$ cat config.mk
export PLATFORM = sky130hd
export DESIGN_NAME = mces_top
export DESIGN_NICKNAME = d
export VERILOG_FILES = /design/src/rtl/mces_pkg.sv /design/src/rtl/mces_chan_lookup.sv /design/src/rtl/mces_top.sv
export SDC_FILE = /design/constraint.sdc
export NUM_CORES = 1
export LEC_CHECK = 0
export BUFFER_PORTS_ARGS = -buffer_cell sky130_fd_sc_hd__buf_2
export CORE_UTILIZATION = 45
export DETAILED_ROUTE_END_ITERATION = 16
export MAX_ROUTING_LAYER = met4
export PLACE_DENSITY = 0.61
export SLEW_MARGIN = 0
export SYNTH_ARGS = -nofsm -noshare
export SYNTH_HDL_FRONTEND = slang
export SYNTH_SLANG_ARGS = --single-unit
$ cat constraint.sdc
create_clock -name core_clk -period 4.65 [get_ports core_clk]
set_input_delay 0.2325 -clock core_clk [delete_from_list [all_inputs] [get_ports core_clk]]
set_output_delay 0.2325 -clock core_clk [all_outputs]
set_load 0.1 [all_outputs]
$ cat src/rtl/mces_pkg.sv
// Shared constants and types for the multichannel enable select block.
// Assumes an AXI4-Lite master with 32-bit data and byte addresses.
package mces_pkg;

    // ----------------------------------------
    // Sizes
    // ----------------------------------------
    localparam int ADDR_W   = 8;
    localparam int DATA_W   = 32;
    localparam int STRB_W   = DATA_W / 8;
    localparam int NUM_REGS = 4;
    localparam int SLOT_W   = 7;

    // ----------------------------------------
    // Register map (byte addresses)
    // ----------------------------------------
    localparam logic [ADDR_W-1:0] RX_EN_BASE   = 8'h00;
    localparam logic [ADDR_W-1:0] TX_EN_BASE   = 8'h10;
    localparam logic [ADDR_W-1:0] CTRL_OFS     = 8'h20;
    localparam logic [ADDR_W-1:0] STAT_OFS     = 8'h24;
    localparam int                WORD_LSB     = 2;
    localparam int                IDX_W        = 2;
    localparam logic [ADDR_W-1:0] BANK_MASK    = 8'hF0;
    localparam logic [DATA_W-1:0] EN_RESET     = 32'h00000000;
    localparam logic [DATA_W-1:0] CTRL_RESET   = 32'h00000000;
    localparam logic [DATA_W-1:0] CTRL_WMASK   = 32'h0000F73F;

    // ----------------------------------------
    // Transmit multichannel modes
    // ----------------------------------------
    localparam logic [1:0] TX_MODE_ALL       = 2'h0;
    localparam logic [1:0] TX_MODE_SELECT    = 2'h1;
    localparam logic [1:0] TX_MODE_MASKED    = 2'h2;
    localparam logic [1:0] TX_MODE_SYMMETRIC = 2'h3;

    localparam logic [1:0] RESP_OKAY   = 2'h0;
    localparam logic [1:0] RESP_SLVERR = 2'h2;

    // ----------------------------------------
    // Carriers
    // ----------------------------------------
    typedef struct packed {
        logic [15:0] rsvd_hi;
        logic [1:0]  tx_partition_b_block;
        logic [1:0]  tx_partition_a_block;
        logic        rsvd_tx;
        logic        tx_enhanced_channel_mode;
        logic [1:0]  tx_multichannel_mode;
        logic [1:0]  rsvd_mid;
        logic [1:0]  rx_partition_b_block;
        logic [1:0]  rx_partition_a_block;
        logic        rx_enhanced_channel_mode;
        logic        rx_multichannel_select_en;
    } mces_ctrl_s;

    // Slot number split as 16-channel block and offset inside it
    typedef struct packed {
        logic [2:0] block;
        logic [3:0] offset;
    } mces_slot_s;

    typedef struct packed {
        logic rx_enable;
        logic tx_enable;
        logic tx_unmask;
    } mces_dec_s;

    typedef struct packed {
        logic [8:0]  rsvd_hi;
        logic [6:0]  tx_slot;
        logic        rsvd_b;
        logic [6:0]  rx_slot;
        logic [4:0]  rsvd_a;
        mces_dec_s   dec;
    } mces_stat_s;

    typedef logic [NUM_REGS-1:0][DATA_W-1:0] mces_bank_t;

endpackage

$ cat src/rtl/mces_chan_lookup.sv
// Maps one channel slot onto its bit in a bank of four enable registers.
// Assumes the slot number is stable for the cycle it is looked up.
module mces_chan_lookup (
    input  wire mces_pkg::mces_bank_t enable_regs,
    input  wire logic                 enhanced,
    input  wire logic [1:0]           block_a,
    input  wire logic [1:0]           block_b,
    input  wire mces_pkg::mces_slot_s slot,
    output      logic                 hit
);

    // ----------------------------------------
    // Bit selection
    // ----------------------------------------
    always_comb begin
        hit = 1'b0;
        if (enhanced) begin
            // Register k covers blocks 2k and 2k+1
            hit = enable_regs[slot.block[2:1]][{slot.block[0],
                                                 slot.offset}]; // [RULE8] [RULE9]
        end else if (slot.block == {block_a, 1'b0}) begin
            hit = enable_regs[0][{1'b0, slot.offset}]; // [RULE5] [RULE7]
        end else if (slot.block == {block_b, 1'b1}) begin
            hit = enable_regs[0][{1'b1, slot.offset}]; // [RULE6] [RULE7]
        end
    end

endmodule

$ cat src/rtl/mces_top.sv
// Per-channel enable and mask selection with an AXI4-Lite register file.
// Assumes slot logic on core_clk presents channel numbers with a strobe.
//
// Behaviour
// [RULE1] Four receive enable registers hold one bit for each of 128 receive channels.
// [RULE2] Receive enable bits only matter while receive selection is enabled; transmit mode 11b still uses them for tx enables when it is off.
// [RULE3] Receive bit 0 disables its channel, bit 1 enables it.
// [RULE4] Receive enhanced bit chooses 32 or 128 selectable channels.
// [RULE5] 32-channel mode: low half of register 0 maps partition A block.
// [RULE6] 32-channel mode: high half of register 0 maps partition B block.
// [RULE7] 32-channel mode uses register 0 only; others have no effect.
// [RULE8] 128-channel mode uses all four registers across all partitions.
// [RULE9] 128-channel mode: bit b of register k controls channel 32k+b.
// [RULE10] Four transmit enable registers act only while transmit mode nonzero.
// [RULE11] All eight enable registers are read/write and reset to zero.
// [RULE12] Transmit mode 01b: bit 0 disables and masks, 1 enables and unmasks.
// [RULE13] Transmit mode 10b: all enabled; bit 0 masks, 1 unmasks.
// [RULE14] Mode 11b: enables from receive bits, unmasking from transmit bits.
// [RULE15] Transmit enhanced bit picks 32 or 128 channels, same mapping.
// [RULE16] Each slot yields one combined enable and mask decision.
module mces_top (
    input  wire  logic                          core_clk,
    input  wire  logic                          sys_rst,
    // AXI4-Lite write address
    input  wire  logic                          s_axi_awvalid,
    output       logic                          s_axi_awready,
    input  wire  logic [mces_pkg::ADDR_W-1:0]   s_axi_awaddr,
    input  wire  logic [2:0]                    s_axi_awprot,
    // AXI4-Lite write data
    input  wire  logic                          s_axi_wvalid,
    output       logic                          s_axi_wready,
    input  wire  logic [mces_pkg::DATA_W-1:0]   s_axi_wdata,
    input  wire  logic [mces_pkg::STRB_W-1:0]   s_axi_wstrb,
    // AXI4-Lite write response
    output       logic                          s_axi_bvalid,
    input  wire  logic                          s_axi_bready,
    output       logic [1:0]                    s_axi_bresp,
    // AXI4-Lite read address
    input  wire  logic                          s_axi_arvalid,
    output       logic                          s_axi_arready,
    input  wire  logic [mces_pkg::ADDR_W-1:0]   s_axi_araddr,
    input  wire  logic [2:0]                    s_axi_arprot,
    // AXI4-Lite read data
    output       logic                          s_axi_rvalid,
    input  wire  logic                          s_axi_rready,
    output       logic [mces_pkg::DATA_W-1:0]   s_axi_rdata,
    output       logic [1:0]                    s_axi_rresp,
    // Receive slot logic
    input  wire  logic                          rx_slot_valid,
    input  wire  logic [mces_pkg::SLOT_W-1:0]   rx_slot_num,
    output       logic                          rx_chan_enable,
    // Transmit slot logic
    input  wire  logic                          tx_slot_valid,
    input  wire  logic [mces_pkg::SLOT_W-1:0]   tx_slot_num,
    output       logic                          tx_chan_enable,
    output       logic                          tx_chan_unmask
);

    // ----------------------------------------
    // Declarations
    // ----------------------------------------
    mces_pkg::mces_bank_t          rx_channel_enable_regs;
    mces_pkg::mces_bank_t          tx_channel_enable_regs;
    mces_pkg::mces_ctrl_s          multichannel_control_reg;
    mces_pkg::mces_dec_s           decision;
    mces_pkg::mces_dec_s           next_rx_dec;
    mces_pkg::mces_dec_s           next_tx_dec;
    logic [mces_pkg::SLOT_W-1:0]   rx_slot_seen;
    logic [mces_pkg::SLOT_W-1:0]   tx_slot_seen;

    logic                          aw_held;
    logic                          w_held;
    logic [mces_pkg::ADDR_W-1:0]   aw_addr_q;
    logic [mces_pkg::DATA_W-1:0]   w_data_q;
    logic [mces_pkg::STRB_W-1:0]   w_strb_q;
    logic                          wr_fire;
    logic                          wr_rx_hit;
    logic                          wr_tx_hit;
    logic                          wr_ctrl_hit;
    logic                          wr_ok;
    logic [mces_pkg::IDX_W-1:0]    wr_idx;

    logic [mces_pkg::DATA_W-1:0]   rd_word;
    logic                          rd_ok;
    logic [mces_pkg::IDX_W-1:0]    rd_idx;

    logic                          rx_lookup_hit;
    logic                          tx_rx_lookup_hit;
    logic                          tx_lookup_hit;
    logic                          tx_symmetric;
    logic [1:0]                    tx_blk_a;
    logic [1:0]                    tx_blk_b;
    mces_pkg::mces_stat_s          status_word;

    // ----------------------------------------
    // Byte-lane merge
    // ----------------------------------------
    function automatic logic [mces_pkg::DATA_W-1:0] merge_bytes(
        input logic [mces_pkg::DATA_W-1:0] old_word,
        input logic [mces_pkg::DATA_W-1:0] new_word,
        input logic [mces_pkg::STRB_W-1:0] strb
    );
        logic [mces_pkg::DATA_W-1:0] result;
        result = old_word;
        for (int i = 0; i < mces_pkg::STRB_W; i++) begin
            if (strb[i]) begin
                result[i*8 +: 8] = new_word[i*8 +: 8];
            end
        end
        return result;
    endfunction

    // ----------------------------------------
    // AXI4-Lite write channel
    // ----------------------------------------
    // Address and data are latched independently so either may come first
    assign s_axi_awready = !aw_held && !s_axi_bvalid;
    assign s_axi_wready  = !w_held && !s_axi_bvalid;
    assign wr_fire       = aw_held && w_held && !s_axi_bvalid;
    assign wr_idx        = aw_addr_q[mces_pkg::WORD_LSB +: mces_pkg::IDX_W];
    assign wr_rx_hit     = (aw_addr_q & mces_pkg::BANK_MASK)
                           == mces_pkg::RX_EN_BASE;
    assign wr_tx_hit     = (aw_addr_q & mces_pkg::BANK_MASK)
                           == mces_pkg::TX_EN_BASE;
    assign wr_ctrl_hit   = aw_addr_q == mces_pkg::CTRL_OFS;
    // Status is read only; a write there is accepted and dropped
    assign wr_ok         = wr_rx_hit || wr_tx_hit || wr_ctrl_hit
                           || aw_addr_q == mces_pkg::STAT_OFS;

    always_ff @(posedge core_clk) begin
        if (sys_rst) begin
            aw_held   <= 1'b0;
            aw_addr_q <= '0;
        end else if (s_axi_awvalid && s_axi_awready) begin
            aw_held   <= 1'b1;
            aw_addr_q <= s_axi_awaddr;
        end else if (wr_fire) begin
            aw_held   <= 1'b0;
        end
    end

    always_ff @(posedge core_clk) begin
        if (sys_rst) begin
            w_held   <= 1'b0;
            w_data_q <= '0;
            w_strb_q <= '0;
        end else if (s_axi_wvalid && s_axi_wready) begin
            w_held   <= 1'b1;
            w_data_q <= s_axi_wdata;
            w_strb_q <= s_axi_wstrb;
        end else if (wr_fire) begin
            w_held   <= 1'b0;
        end
    end

    always_ff @(posedge core_clk) begin
        if (sys_rst) begin
            s_axi_bvalid <= 1'b0;
            s_axi_bresp  <= mces_pkg::RESP_OKAY;
        end else if (wr_fire) begin
            s_axi_bvalid <= 1'b1;
            s_axi_bresp  <= wr_ok ? mces_pkg::RESP_OKAY
                                  : mces_pkg::RESP_SLVERR;
        end else if (s_axi_bready) begin
            s_axi_bvalid <= 1'b0;
        end
    end

    // ----------------------------------------
    // Enable and control registers
    // ----------------------------------------
    always_ff @(posedge core_clk) begin
        if (sys_rst) begin
            rx_channel_enable_regs <= {mces_pkg::NUM_REGS{
                                       mces_pkg::EN_RESET}}; // [RULE11]
        end else if (wr_fire && wr_rx_hit) begin
            rx_channel_enable_regs[wr_idx] <= merge_bytes(
                rx_channel_enable_regs[wr_idx], w_data_q,
                w_strb_q); // [RULE1] [RULE11]
        end
    end

    always_ff @(posedge core_clk) begin
        if (sys_rst) begin
            tx_channel_enable_regs <= {mces_pkg::NUM_REGS{
                                       mces_pkg::EN_RESET}}; // [RULE11]
        end else if (wr_fire && wr_tx_hit) begin
            tx_channel_enable_regs[wr_idx] <= merge_bytes(
                tx_channel_enable_regs[wr_idx], w_data_q,
                w_strb_q); // [RULE10] [RULE11]
        end
    end

    // Reserved control bits stay zero whatever is written
    always_ff @(posedge core_clk) begin
        if (sys_rst) begin
            multichannel_control_reg <= mces_pkg::CTRL_RESET;
        end else if (wr_fire && wr_ctrl_hit) begin
            multichannel_control_reg <= merge_bytes(
                multichannel_control_reg, w_data_q, w_strb_q)
                & mces_pkg::CTRL_WMASK;
        end
    end

    // ----------------------------------------
    // AXI4-Lite read channel
    // ----------------------------------------
    assign s_axi_arready = !s_axi_rvalid;
    assign rd_idx        = s_axi_araddr[mces_pkg::WORD_LSB +: mces_pkg::IDX_W];

    always_comb begin
        status_word         = '0;
        status_word.dec     = decision;
        status_word.rx_slot = rx_slot_seen;
        status_word.tx_slot = tx_slot_seen;
    end

    always_comb begin
        rd_word = '0;
        rd_ok   = 1'b1;
        if ((s_axi_araddr & mces_pkg::BANK_MASK) == mces_pkg::RX_EN_BASE) begin
            rd_word = rx_channel_enable_regs[rd_idx];
        end else if ((s_axi_araddr & mces_pkg::BANK_MASK)
                     == mces_pkg::TX_EN_BASE) begin
            rd_word = tx_channel_enable_regs[rd_idx];
        end else if (s_axi_araddr == mces_pkg::CTRL_OFS) begin
            rd_word = multichannel_control_reg;
        end else if (s_axi_araddr == mces_pkg::STAT_OFS) begin
            rd_word = status_word;
        end else begin
            rd_ok   = 1'b0;
        end
    end

    always_ff @(posedge core_clk) begin
        if (sys_rst) begin
            s_axi_rvalid <= 1'b0;
            s_axi_rdata  <= '0;
            s_axi_rresp  <= mces_pkg::RESP_OKAY;
        end else if (s_axi_arvalid && s_axi_arready) begin
            s_axi_rvalid <= 1'b1;
            s_axi_rdata  <= rd_word;
            s_axi_rresp  <= rd_ok ? mces_pkg::RESP_OKAY
                                  : mces_pkg::RESP_SLVERR;
        end else if (s_axi_rready) begin
            s_axi_rvalid <= 1'b0;
        end
    end

    // ----------------------------------------
    // Channel lookups
    // ----------------------------------------
    mces_chan_lookup u_rx_lookup (
        .enable_regs (rx_channel_enable_regs),
        .enhanced    (multichannel_control_reg.rx_enhanced_channel_mode),
        .block_a     (multichannel_control_reg.rx_partition_a_block),
        .block_b     (multichannel_control_reg.rx_partition_b_block),
        .slot        (rx_slot_num),
        .hit         (rx_lookup_hit)
    ); // [RULE4]

    // Symmetric mode borrows the receive bank for the transmit slot
    mces_chan_lookup u_tx_rx_lookup (
        .enable_regs (rx_channel_enable_regs),
        .enhanced    (multichannel_control_reg.rx_enhanced_channel_mode),
        .block_a     (multichannel_control_reg.rx_partition_a_block),
        .block_b     (multichannel_control_reg.rx_partition_b_block),
        .slot        (tx_slot_num),
        .hit         (tx_rx_lookup_hit)
    ); // [RULE14]

    assign tx_symmetric = multichannel_control_reg.tx_multichannel_mode
                          == mces_pkg::TX_MODE_SYMMETRIC;
    // In symmetric mode the transmit blocks follow the receive fields
    assign tx_blk_a = tx_symmetric
                      ? multichannel_control_reg.rx_partition_a_block
                      : multichannel_control_reg.tx_partition_a_block;
    assign tx_blk_b = tx_symmetric
                      ? multichannel_control_reg.rx_partition_b_block
                      : multichannel_control_reg.tx_partition_b_block;

    mces_chan_lookup u_tx_lookup (
        .enable_regs (tx_channel_enable_regs),
        .enhanced    (multichannel_control_reg.tx_enhanced_channel_mode),
        .block_a     (tx_blk_a),
        .block_b     (tx_blk_b),
        .slot        (tx_slot_num),
        .hit         (tx_lookup_hit)
    ); // [RULE15]

    // ----------------------------------------
    // Per-slot decisions
    // ----------------------------------------
    always_comb begin
        next_rx_dec           = decision;
        // Selection off means every channel is received
        next_rx_dec.rx_enable = 1'b1;
        if (multichannel_control_reg.rx_multichannel_select_en) begin
            next_rx_dec.rx_enable = rx_lookup_hit; // [RULE2] [RULE3]
        end
    end

    always_comb begin
        next_tx_dec = decision;
        unique case (multichannel_control_reg.tx_multichannel_mode)
            mces_pkg::TX_MODE_ALL: begin
                next_tx_dec.tx_enable = 1'b1; // [RULE10]
                next_tx_dec.tx_unmask = 1'b1;
            end
            mces_pkg::TX_MODE_SELECT: begin
                next_tx_dec.tx_enable = tx_lookup_hit; // [RULE12]
                next_tx_dec.tx_unmask = tx_lookup_hit;
            end
            mces_pkg::TX_MODE_MASKED: begin
                next_tx_dec.tx_enable = 1'b1; // [RULE13]
                next_tx_dec.tx_unmask = tx_lookup_hit;
            end
            mces_pkg::TX_MODE_SYMMETRIC: begin
                next_tx_dec.tx_enable = tx_rx_lookup_hit; // [RULE14]
                next_tx_dec.tx_unmask = tx_lookup_hit;
            end
        endcase
    end

    always_ff @(posedge core_clk) begin
        if (sys_rst) begin
            decision.rx_enable <= 1'b0;
            rx_slot_seen       <= '0;
        end else if (rx_slot_valid) begin
            decision.rx_enable <= next_rx_dec.rx_enable; // [RULE16]
            rx_slot_seen       <= rx_slot_num;
        end
    end

    always_ff @(posedge core_clk) begin
        if (sys_rst) begin
            decision.tx_enable <= 1'b0;
            decision.tx_unmask <= 1'b0;
            tx_slot_seen       <= '0;
        end else if (tx_slot_valid) begin
            decision.tx_enable <= next_tx_dec.tx_enable; // [RULE16]
            decision.tx_unmask <= next_tx_dec.tx_unmask;
            tx_slot_seen       <= tx_slot_num;
        end
    end

    assign rx_chan_enable = decision.rx_enable;
    assign tx_chan_enable = decision.tx_enable;
    assign tx_chan_unmask = decision.tx_unmask;

endmodule

# == After elaboration in Yosys (flattened, before gate mapping) ==
# Index checks and enable logic that the tools add are counted.
# totals
register_bits,370
in_bits,81
out_inout_bits,44
word_cells,174
# classes
n_lt_le_gt_ge,11
eq_ne,15
muxes,90
reduce_logical,27
# ops
operator,count
binary-select mux 32 bit (select 2 bit),7
two-way mux 32 bit,10
bitwise mux 128 bit,2
two-way mux 8 bit,24
demux 32 bit (select 2 bit),1
two-way mux 23 bit,2
equality test 8 x 6 -> 1 bit (second input constant),4
two-way mux 1 bit,30
binary-select mux 1 bit (select 4 bit),6
less-than comparator 5 x 6 -> 1 bit (second input constant),4
equality test 3 bit,6
logical NOT 8 bit,2
binary-select mux 1 bit (select 5 bit),3
less-than comparator 2 x 3 -> 1 bit (second input constant),4
less-than comparator 4 x 6 -> 1 bit (second input constant),2
logical AND 1 bit,11
equality test 4 x 1 -> 1 bit (second input constant),2
two-way mux 2 bit,4
case mux 2 bit (4 select lines),1
nonzero test 2 bit,4
equality test 2 bit (second input constant),2
logical NOT 1 bit,4
AND reduction 2 bit,2
logical OR 1 bit,3
3 further kinds,3

# == Longest topological paths before layout ==
# Gate-level depths: netlist of run 1.
# depth
depth_word,7
depth_mapped,10
ltp_nobuf,7

# == Modules after synthesis ==
# Synthesis of run 1 repeated with hierarchy kept, for this count alone.
# hier_totals
hier_cells,2074
area_unflattened_um2,21852.2
# modules_own_cells
module,n_inst,cells_each,area_per_inst_um2,seq_area_each_um2
mces_top,1,1681,16889.9,7367.1
mces_chan_lookup,3,131,1654.1,0.0

# == Worst setup path after synthesis of run 1 ==
# No wires, ideal clock.
# synth_path
path_kind,register to register
start,reg s_axi_bvalid
end,reg w_data_q[10] (netlist name)
setup_ps,70
arrival_ps,3105
required_time_ps,4580
slack_ps,1475
path_stages_with_launch,7
cell_sequence,dfxtp_1 > nor2_1 > and2_1 > clkbuf_1 > clkbuf_1 > nand2_1 > a21oi_1
# synth_via
elab_chain_len,3
# synth_rtl
item,line,text
from (decl),mces_top.sv:35,"output logic s_axi_bvalid,"
from (signal assigned),mces_top.sv:158,s_axi_bvalid <= 1'b0;
from (signal assigned),mces_top.sv:161,s_axi_bvalid <= 1'b1;
from (signal assigned),mces_top.sv:165,s_axi_bvalid <= 1'b0;
logical NOT 1 bit,mces_top.sv:118,assign s_axi_wready = !w_held && !s_axi_bvalid;
logical AND 1 bit,mces_top.sv:118,
net s_axi_wready,mces_top.sv:31,"output logic s_axi_wready,"
logical AND 1 bit,mces_top.sv:147,end else if (s_axi_wvalid && s_axi_wready) begin
to (signal assigned),mces_top.sv:149,w_data_q <= s_axi_wdata;
to (decl),mces_top.sv:74,logic [mces_pkg::DATA_W-1:0] w_data_q;
# The timed path passes the listed nets, and every way through them passes these cells.
# A chain may end at the register's enable or synchronous reset.

# == Final worst setup path of run 1 ==
# layout_path
start,reg aw_addr_q[3] (netlist name)
end,reg tx_channel_enable_regs[76] (netlist name)
# layout_via
elab_chain_len,6
elab_cells_between_ends,11
classes_between,order compare: 2; mux: 8; reduce/logical: 1
# layout_rtl
item,line,text
from (decl),mces_top.sv:73,logic [mces_pkg::ADDR_W-1:0] aw_addr_q;
from (signal assigned),mces_top.sv:136,aw_addr_q <= s_axi_awaddr;
binary-select mux 32 bit (select 2 bit),mces_top.sv:189,"tx_channel_enable_regs[wr_idx], w_data_q,"
two-way mux 32 bit (not written as such),mces_top.sv:189,
two-way mux 8 bit,mces_top.sv:106,if (strb[i]) begin
two-way mux 8 bit,mces_top.sv:187,end else if (wr_fire && wr_tx_hit) begin
two-way mux 8 bit,mces_top.sv:184,if (sys_rst) begin
bitwise mux 128 bit *,mces_top.sv:188,tx_channel_enable_regs[wr_idx] <= merge_bytes(
to (signal assigned),mces_top.sv:185,tx_channel_enable_regs <= {mces_pkg::NUM_REGS{
"to (signal, indexed assignment)",mces_top.sv:188,
to (decl),mces_top.sv:63,mces_pkg::mces_bank_t tx_channel_enable_regs;
# Every way passes the cells marked *; elsewhere a longest branch is shown, timed or not. The select of a mux whose other input is x is not followed.

==> flow_summary.ini, run 1 <==
[power_and_ir_drop]
irDropWorstVdd_uv = 296
p_int_uw = 5410
swShare_pct = 26.8
design_power_total_uw = 7390
leakagePower_uw = 0.00770
clkPwrFrac_pct = 43.9
power.density_nw_per_um2 = 316
seqPwrFrac_pct = 44.8
p_comb_share_pct = 11.2
p_sw_uw = 1980

[global_routing]
grt_start_max_net_pins = 139
first_global_vias = 16400
grt-ovfl-total = 0
antenna_found_initial = 0
grt.total_usage_pct = 28.8
grt_first_pass_wirelength_um = 101000

[worst_hold_path]
min-delay-start = s_axi_wdata[7]
worstHoldPathType = input pin to flip-flop

[placement]
portBuffers = 116
placed_area_um2 = 21600
post-dp-hpwl_um = 43100
dp.cells = 2516
gp_congestion = 0.882
pre_cts_ws_ns = 1.31

[clock_tree]
clock_path_buffers = 3
cts_root_buffer = clkbuf_16
clk_pin_slew_ns = 0.06
ctsHtreeMaxLevel = 2
ctsResizeCount = 0
cts_buffers = 41
clock_latency_ns = 0.58
cts_tree = done
clock-sinks = 368

[setup_path]
cp-startpoint = aw_addr_q[3]$_SDFFE_PP0P_
worstPathRequired_ns = 5.12
worstPathCellList = buf_4, nor3b_2, buf_4, nor2_1, a211oi_1
timing.rr.start = aw_addr_q[3]$_SDFFE_PP0P_
cpPeakStageDelay_ns = 0.90
cp-end-kind = flip-flop
path_buf_inv = 2
path_class = flip-flop to flip-flop
setup.worst_path.start_class = flip-flop
crit_path_max_fanout = 64
arrival_ns = 3.46
cp_common_cell = buf_4
critPathTopFamily = buffers and inverters
crit_slowest_cell = dfxtp_4

[floorplan]
rows = 78
die_h_um = 217
die-area_um2 = 47200
die_x_um = 217
core_area_um2 = 45500
floorplan.initialDensity_pct = 45.8
io_pins = 125

[synth]
synth_ff_type = dfxtp_1
synth_edf_count = 0
ys_ff_latch = 368
synth_area_um2 = 20800
synth_seq_area_share_pct = 35.4
ys_types = 48
avgSynthCellArea_um2 = 10.6
ys.warnings.count = 0
async_flop_share_pct = 0
synthCells = 1964

[layout]
final_cell_area_um2 = 23400
largestRegisters = rx_channel_enable_regs x128, tx_channel_enable_regs x128
num_antenna_cells = 0
final_cells = 2635
fillCellCount = 4062
fin_nets = 2087
multiInputGateArea_um2 = 12600
drive_above_1_share_pct = 24.4
regArea_um2 = 7370
area_delta_synth_final_pct = 12.4

[timing]
rsz0062_at_grt = no
period_share_pct = 64.2
max_freq_ghz = 0.335
maxSlewViolCount = 0
relSlewSlack_pct = 28.6
tightest_slew_ns = 1.07
setup_ws_ns = 1.66
final_hold_viol_count = 0
clock_skew_ns = 0.0232
setup_violations = 0
min_period_ns = 2.99
fin_tns_setup_ns = 0

[run_status]
status = finished, final reports clean

[drt]
wl_per_cell_um = 24.8
ant_nets = 0
drc = 0
firstDrtPassIters = 5
vias = 17100
drtIter0Drc = 1859
vias_per_cell = 6.48
drt-total-wl_um = 65400

[flow_run]
cap_viol_max_count = 0
layout make-up:
| type | count | share of cell area (%) |
|---|---|---|
| tap | 600 | 3.20 |
| multi-input combinational | 1390 | 53.8 |
| clock buffer | 63 | 5.30 |
| inverter | 6 | 0.0961 |
| clock inverter | 9 | 0.315 |
| timing repair buffer | 199 | 5.82 |
| sequential | 368 | 31.5 |
stage by stage:
stage	hold WS, ns	util [%]
after global routing	0.0397	51.5
final	0.0627	51.5
after floorplan	0.332	-
after detailed placement	0.429	47.6
after CTS	0.00753	51.5
after global placement	0.421	47.6
worst reg2reg max path, stage by stage (launching register included):
cell and delay [ns]:
dfxtp_4 0.90, buf_4 0.67, nor3b_2 0.29, buf_4 0.62, nor2_1 0.13, a211oi_1 0.28
kinds of logic (layout without fill, tap and decap cells):
kind of cell / count (synthesis) / in the layout / share of synthesized area, %
buffers and inverters: 207 / 277 / 4.43
other: 1 / 2 / 0.0180
xor gates and xnor gates: 12 / 12 / 0.504
AOI/OAI and AO/OA: 422 / 422 / 14.2
DFF: 368 / 368 / 35.4
muxes: 396 / 396 / 34.4
and+or+nand+nor: 558 / 558 / 11.1
path summary, 6_finish.rpt:
| path | end | slack (ns) | depth (start not counted) |
|---|---|---|---|
| max | tx_channel_enable_regs[76]$_SDFFE_PP0P_ | 1.66 | 5 |
| min | w_data_q[7]$_SDFFE_PP0P_ | 0.06 | 3 |
| max reg2reg | tx_channel_enable_regs[76]$_SDFFE_PP0P_ | 1.66 | 5 |
| min reg2reg | s_axi_rdata[14]$_SDFFE_PP0P_ | 0.45 | 2 |
timing repair:
action | 4_1_cts | 5_1_grt
hold endpoints to repair | 46 | 0
endpoints found under the setup margin | 0 | 0
buffers inserted | 0 | 0
hold buffers | 47 | 0
power groups by stage:
| stage | clock network, µW | registers [µW] | logic (µW) |
|---|---|---|---|
| after floorplan | 0 | 3370 | 565 |
| after global placement | 0 | 3380 | 788 |
| after detailed placement | 0 | 3380 | 796 |
| after CTS | 3280 | 3320 | 828 |
| after global routing | 3410 | 3320 | 883 |
| final | 3250 | 3320 | 832 |
routing by layer:
layer  vias to the layer above  share of wire [%]  track usage, %
li1                       7608                  -               -
met1                      8517                 42            38.7
met2                       812                 46            43.8
met3                       142                7.7            4.05
met4                         0                4.0            11.9
met5                         -                  0               -
cells in the final DEF, fill, tap and decap left out, drive strengths merged, types with 4 or more instances in the layout:
cell	count
xnor2	7
nor4	4
a21oi	75
mux4	254
clkinv	7
clkbuf	63
nor3	27
o22ai	12
and2	4
buf	152
nand2	120
mux2	16
a2111oi	4
a22oi	35
inv	7
nor2	342
nand2b	17
xor2	5
nor2b	16
o41ai	4
mux2i	126
o211ai	10
o21ai	8
dlygate4sd3	47
nand3	11
dfxtp	368
nor3b	6
a211oi	260
synth_stat cells, drive strengths merged (2+ instances only):
cell     instances  area share (%)
and2             4            0.12
nand2b          17            0.51
nand3           11            0.26
o21ai            8            0.19
a2111oi          4            0.17
nor3b            6            0.22
nor3            27            0.67
nand4            2           0.060
o211ai          10            0.36
a22oi           35             1.3
buf             69             1.9
a211oi         260             9.4
nand3b           3            0.11
o41ai            4            0.17
clkbuf         132             2.4
inv              6            0.11
and3             2           0.060
o31ai            3            0.11
nor2b           16            0.48
nor4             4            0.12
xnor2            7            0.29
o22ai           12            0.36
a21oi           75             1.8
nor4b            2           0.084
mux2i          126             6.1
nor2           342             6.2
mux4           254              27
dfxtp          368              35
nand2          120             2.2
mux2            16            0.86
xor2             5            0.21
a31oi            3           0.090
(Power assumes the default switching activity.)
==> inputs of run 2 (changes only) <==
--- a/config.mk
+++ b/config.mk
@@ -9,7 +9,7 @@
 export CORE_UTILIZATION = 45
 export DETAILED_ROUTE_END_ITERATION = 16
 export MAX_ROUTING_LAYER = met4
-export PLACE_DENSITY = 0.61
+export PLACE_DENSITY = 0.63
 export SLEW_MARGIN = 0
 export SYNTH_ARGS = -nofsm -noshare
 export SYNTH_HDL_FRONTEND = slang
==> constraint.sdc (replaced) <==
create_clock -name core_clk -period 2.48 [get_ports core_clk]
set_input_delay 0.124 -clock core_clk [delete_from_list [all_inputs] [get_ports core_clk]]
set_output_delay 0.124 -clock core_clk [all_outputs]
set_load 0.1 [all_outputs]
==> run 2 against run 1 <==
  * Sequential power increased by 87%
  * Critical path depth up 3
  * Worst setup slack worse by 1.5 ns
  * Power is 95% higher
  * Clock skew is 0.0044 ns higher
  * Flip-flop and latch count unchanged
  * Worst hold slack lost 0.039 ns
  * Utilization up 2.2 points
  * First-iteration DRC count grew 12%
  * Non-clock buffer count is 67 higher
  * Combinational power grew 100%
  * Critical endpoint is now tx_chan_enable$_SDFFE_PP0P_
  * Largest cell class unchanged
  * Largest power group is now the clock network
==> flow_summary.ini, run 2 (synthesis results as in run 1) <==
[timing]
max_freq_ghz = 0.435
maxSlewViolCount = 0
relSlewSlack_pct = 48.0
rsz0062_at_grt = no
whs_ns = 0.0241
min_period_ns = 2.30
setup_violations = 0
period_share_pct = 92.7
tightest_slew_ns = 0.780
clock_skew_ns = 0.0276
fin_tns_setup_ns = 0
final_hold_viol_count = 0
setup_ws_ns = 0.181

[setup_path]
worstPathRequired_ns = 2.90
setup.worst_path.start_class = flip-flop
cpPeakStageDelay_ns = 0.48
arrival_ns = 2.72
reg2reg_slack_ns = 0.18
worstPathCellList = mux4_2, a22oi_1, a31oi_1, o41ai_2, buf_4, o31ai_1, a211oi_1, a2111oi_0
crit_slowest_cell = mux4_2
reg2regPathDepth = 8
crit_path_max_fanout = 5
path_class = flip-flop to flip-flop
r2r-end = tx_chan_enable$_SDFFE_PP0P_
timing.rr.start = rx_channel_enable_regs[124]$_SDFFE_PP0P_
cp-end-kind = flip-flop

[floorplan]
io_pins = 125
die_x_um = 217
rows = 78
core_area_um2 = 45500
floorplan.initialDensity_pct = 45.8
die-area_um2 = 47200
die_h_um = 217

[clock_tree]
cts_root_buffer = clkbuf_16
clock-sinks = 368
clock_path_buffers = 3
cts_buffers = 41
ctsHtreeMaxLevel = 2
clk_pin_slew_ns = 0.06
clock_latency_ns = 0.58
cts_tree = done

[drt]
vias_per_cell = 6.46
firstDrtPassIters = 5
drc = 0
vias = 17500
wl_per_cell_um = 24.6
ant_nets = 0
drt-total-wl_um = 66600
drtIter0Drc = 2083

[power_and_ir_drop]
power.density_nw_per_um2 = 590
leakagePower_uw = 0.00819
irDropWorstVdd_uv = 425

[global_routing]
grt_start_max_net_pins = 106
grt_first_pass_wirelength_um = 103000
grt-ovfl-total = 0
antenna_found_initial = 0
first_global_vias = 16800
grt.total_usage_pct = 29.4

[run_status]
status = finished, final reports clean

[flow_run]
cap_viol_max_count = 0

[worst_hold_path]
worst_hold_path.endpoint = aw_held$_SDFFE_PP0P_
hold_depth = 3
worstHoldPathType = input pin to flip-flop
min-delay-start = s_axi_awvalid

[placement]
gp_congestion = 0.909
post-dp-hpwl_um = 45400
pre_cts_ws_ns = 0.0131
portBuffers = 116

[layout]
layout_commonest_cell = dfxtp_1
area_delta_synth_final_pct = 17.4
largestRegisters = rx_channel_enable_regs x128, tx_channel_enable_regs x128
drive_above_1_share_pct = 26.9
layout_common_cells = 365 x dfxtp_1, 338 x nor2_1, 260 x a211oi_1, 254 x mux4_2, 126 x mux2i_1
num_antenna_cells = 0
fin_nets = 2154
run 2: cell types whose count changed in the layout (fill, tap and decap cells not counted), moves of 2 or more:
cell | before | now
buf_4 | 37 | 70
buf_12 | 2 | 31
dlygate4sd3_1 | 47 | 52
bufinv_16 | 1 | 5
clkinv_2 | 7 | 5
nor2_1 | 340 | 338
run 2: final cells by class:
| cell class | count | area, µm² |
|---|---|---|
| clock buffer | 62 | 1230 |
| multi-input combinational | 1390 | 12600 |
| inverter | 6 | 22.5 |
| tap | 600 | 751 |
| fill | 3988 | 21000 |
| sequential | 368 | 7380 |
| timing repair buffer | 266 | 2240 |
| clock inverter | 13 | 208 |
run 2: power by group:
group	total, µW	switching, µW	internal, µW	leakage [µW]
registers	6210	181	6020	0.00298
logic	1690	1010	686	0.00451
clock network	6520	2580	3940	0.000703
run 2: timing repair:
item	4_1_cts	5_1_grt
gates resized for setup	0	1
setup buffers	0	0
hold endpoints to repair	54	0
hold buffers	52	0
endpoints found under the setup margin	0	1
run 2: stage by stage:
step | power [µW] | area (µm²) | util, % | std cells
finish | 14400 | 24400 | 53.8 | 2705
global route | 14900 | 24400 | 53.8 | 2705
CTS | 14500 | 24400 | 53.7 | 2705
detailed placement | 7950 | 22500 | 49.4 | 2578
global placement | 7920 | 22500 | 49.4 | 2578
floorplan | 7380 | 20900 | - | 1965
run 2: worst max-delay path, delay by kind of cell, from the launching register on:
family          cells  cell delay [ns]
compound gates      6             1.17
buf+inv             1             0.17
flops               1             0.34
mux                 1             0.48
run 2: metal layers:
metal,GRT usage [%],wire length (µm),up-vias
met1,39.0,27500,8650
li1,-,-,7751
met5,-,0,-
met3,3.59,4950,203
met2,45.1,30800,865
met4,13.4,3300,0
run 2: worst max-delay path by stage:
stage | start | endpoint | slack (ns) | cells past startpoint
after global routing | rx_channel_enable_regs[124]$_SDFFE_PP0P_ | tx_chan_enable$_SDFFE_PP0P_ | 0.05 | 8
after floorplan | s_axi_bvalid$_SDFFE_PP0P_ | rx_channel_enable_regs[80]$_SDFFE_PP0P_ | 0.02 | 8
after detailed placement | tx_slot_num[6] | tx_chan_enable$_SDFFE_PP0P_ | 0.01 | 10
after global placement | tx_slot_num[6] | tx_chan_enable$_SDFFE_PP0P_ | 0.04 | 10
final | rx_channel_enable_regs[124]$_SDFFE_PP0P_ | tx_chan_enable$_SDFFE_PP0P_ | 0.18 | 8
after CTS | rx_channel_enable_regs[30]$_SDFFE_PP0P_ | tx_chan_enable$_SDFFE_PP0P_ | 0.15 | 8
==> inputs of run 3 (changes only) <==
--- a/config.mk
+++ b/config.mk
@@ -8,8 +8,6 @@
 export BUFFER_PORTS_ARGS = -buffer_cell sky130_fd_sc_hd__buf_2
 export CORE_UTILIZATION = 45
 export DETAILED_ROUTE_END_ITERATION = 16
-export MAX_ROUTING_LAYER = met4
-export PLACE_DENSITY = 0.63
 export SLEW_MARGIN = 0
 export SYNTH_ARGS = -nofsm -noshare
 export SYNTH_HDL_FRONTEND = slang
==> run 3 against run 2 <==
  * Worst hold slack better by 0.020 ns
  * Die area did not move
  * Worst setup slack got worse by 0.067 ns
  * Sequential power hardly changed
  * Final cell count grew 1.1%
  * Global-route usage decreased by 0.55 points
  * Clock-buffer cell count rose by 1
  * Power hardly changed
  * Utilization up 0.43 points
  * Largest cell class unchanged
  * Largest power group unchanged
==> flow_summary.ini, run 3 (synthesis results as in run 1) <==
[run_status]
status = finished, final reports clean

[power_and_ir_drop]
clkPwrFrac_pct = 45.2
seqPwrFrac_pct = 43.1
p_sw_uw = 3760
power.density_nw_per_um2 = 585
p_int_uw = 10700
swShare_pct = 26.0
p_comb_share_pct = 11.8
leakagePower_uw = 0.00834
irDropWorstVdd_uv = 458

[global_routing]
antenna_found_initial = 1
grt.total_usage_pct = 28.8
first_global_vias = 16900
grt_start_max_net_pins = 88
grt_first_pass_wirelength_um = 103000
grt-ovfl-total = 0

[placement]
gp_congestion = 0.918
post-dp-hpwl_um = 46400
dp.cells = 2608
pre_cts_ws_ns = -0.0214
portBuffers = 116

[floorplan]
rows = 78
die_x_um = 217
floorplan.initialDensity_pct = 45.8
die_h_um = 217
die-area_um2 = 47200
io_pins = 125
core_area_um2 = 45500

[clock_tree]
clock_latency_ns = 0.58
clk_pin_slew_ns = 0.06
cts_buffers = 42
cts_root_buffer = clkbuf_16
clock_path_buffers = 3
clock-sinks = 368
ctsHtreeMaxLevel = 2
cts_setup_buffers = 0
cts_tree = done

[setup_path]
crit_path_max_fanout = 2
cp-end-kind = flip-flop
crit_slowest_cell = mux4_2
cp-startpoint = rx_channel_enable_regs[60]$_SDFFE_PP0P_
worstPathCellList = mux4_2, a22oi_1, a31oi_1, o41ai_1, buf_4, o31ai_1, a211oi_1, a2111oi_0
r2r-end = tx_chan_enable$_SDFFE_PP0P_
timing.rr.start = rx_channel_enable_regs[60]$_SDFFE_PP0P_
path_class = flip-flop to flip-flop
worstPathRequired_ns = 2.92
cpPeakStageDelay_ns = 0.46
setup.worst_path.start_class = flip-flop
reg2regPathDepth = 8
reg2reg_slack_ns = 0.11
arrival_ns = 2.80

[flow_run]
cap_viol_max_count = 0

[layout]
area_delta_synth_final_pct = 18.3
layout_common_cells = 365 x dfxtp_1, 338 x nor2_1, 260 x a211oi_1, 254 x mux4_2, 126 x mux2i_1
layout_commonest_cell = dfxtp_1
post-route-util_pct = 54.2
largestRegisters = rx_channel_enable_regs x128, tx_channel_enable_regs x128
drive_above_1_share_pct = 27.8
regArea_um2 = 7380
fillCellCount = 3935
multiInputGateArea_um2 = 12600
fin_nets = 2184
final_cells = 2734

[timing]
max_freq_ghz = 0.423
rsz0062_at_grt = no
period_share_pct = 95.4
tightest_slew_ns = 0.732
setup_ws_ns = 0.115
fin_tns_setup_ns = 0
relSlewSlack_pct = 51.0
setup_violations = 0
final_hold_viol_count = 0
min_period_ns = 2.37
maxSlewViolCount = 0
clock_skew_ns = 0.0163
whs_ns = 0.0445

[drt]
vias = 17300
drt-total-wl_um = 67400
wl_per_cell_um = 24.7
ant_nets = 0
vias_per_cell = 6.32
drc = 0
firstDrtPassIters = 5
drtIter0Drc = 1607

[worst_hold_path]
worst_hold_path.endpoint = tx_chan_unmask$_SDFFE_PP0P_
worstHoldPathType = input pin to flip-flop
hold_depth = 3
min-delay-start = tx_slot_valid
run 3: changes by cell type in the layout (fill, tap and decap cells not counted), sizes merged:
cell         change
buf             +30
bufinv           -1
clkbuf           +1
clkinvlp         -1
diode            +1
dlygate4sd3      -1
run 3: worst max path at each step:
stage / slack (ns) / cells after the start / to
after CTS: 0.14 / 8 / tx_chan_enable$_SDFFE_PP0P_
after global routing: 0.04 / 8 / tx_chan_enable$_SDFFE_PP0P_
final: 0.11 / 8 / tx_chan_enable$_SDFFE_PP0P_
after detailed placement: -0.02 / 9 / tx_chan_enable$_SDFFE_PP0P_
after floorplan: 0.02 / 8 / rx_channel_enable_regs[80]$_SDFFE_PP0P_
after global placement: 0.0008 / 10 / tx_chan_enable$_SDFFE_PP0P_
run 3: stage by stage:
stage / power [µW] / area, µm²
CTS: 14500 / 24600
finish: 14400 / 24600
global placement: 7940 / 22700
detailed placement: 7970 / 22700
floorplan: 7380 / 20900
global route: 14800 / 24600
run 3: worst max-delay path: cells and delay by family (launching register included):
kind / cells / cell delay (ns)
buf+inv: 1 / 0.19
flops: 1 / 0.32
compound gates: 6 / 1.26
mux: 1 / 0.46
run 3: what timing repair did:
item	in CTS	in global routing
endpoints found under the hold margin	65	0
hold buffers	51	0
gates resized for setup	0	0
run 3: layout make-up:
cell class                 count  area share (%)
antenna                        1          0.0102
clock inverter                11           0.645
timing repair buffer         295            9.92
clock buffer                  63            5.17
inverter                       6          0.0914
sequential                   368            29.9
multi-input combinational   1390            51.2
tap                          600            3.05
run 3: layer usage:
metal  up-vias  routed length (µm)  track usage (%)
met5         -                  11                0
met3       171                5550             5.80
li1       7819                   -                -
met2       795               31300             45.7
met4         2                3300             14.0
met1      8495               27200             37.7
run 3: power by group through the flow:
stage	clock (µW)	sequential (µW)	combinational [µW]
2_1_floorplan	0	6320	1060
3_3_place_gp	0	6330	1610
3_5_place_dp	0	6340	1630
4_1_cts	6610	6210	1700
5_1_grt	6820	6220	1810
6_report	6510	6210	1700
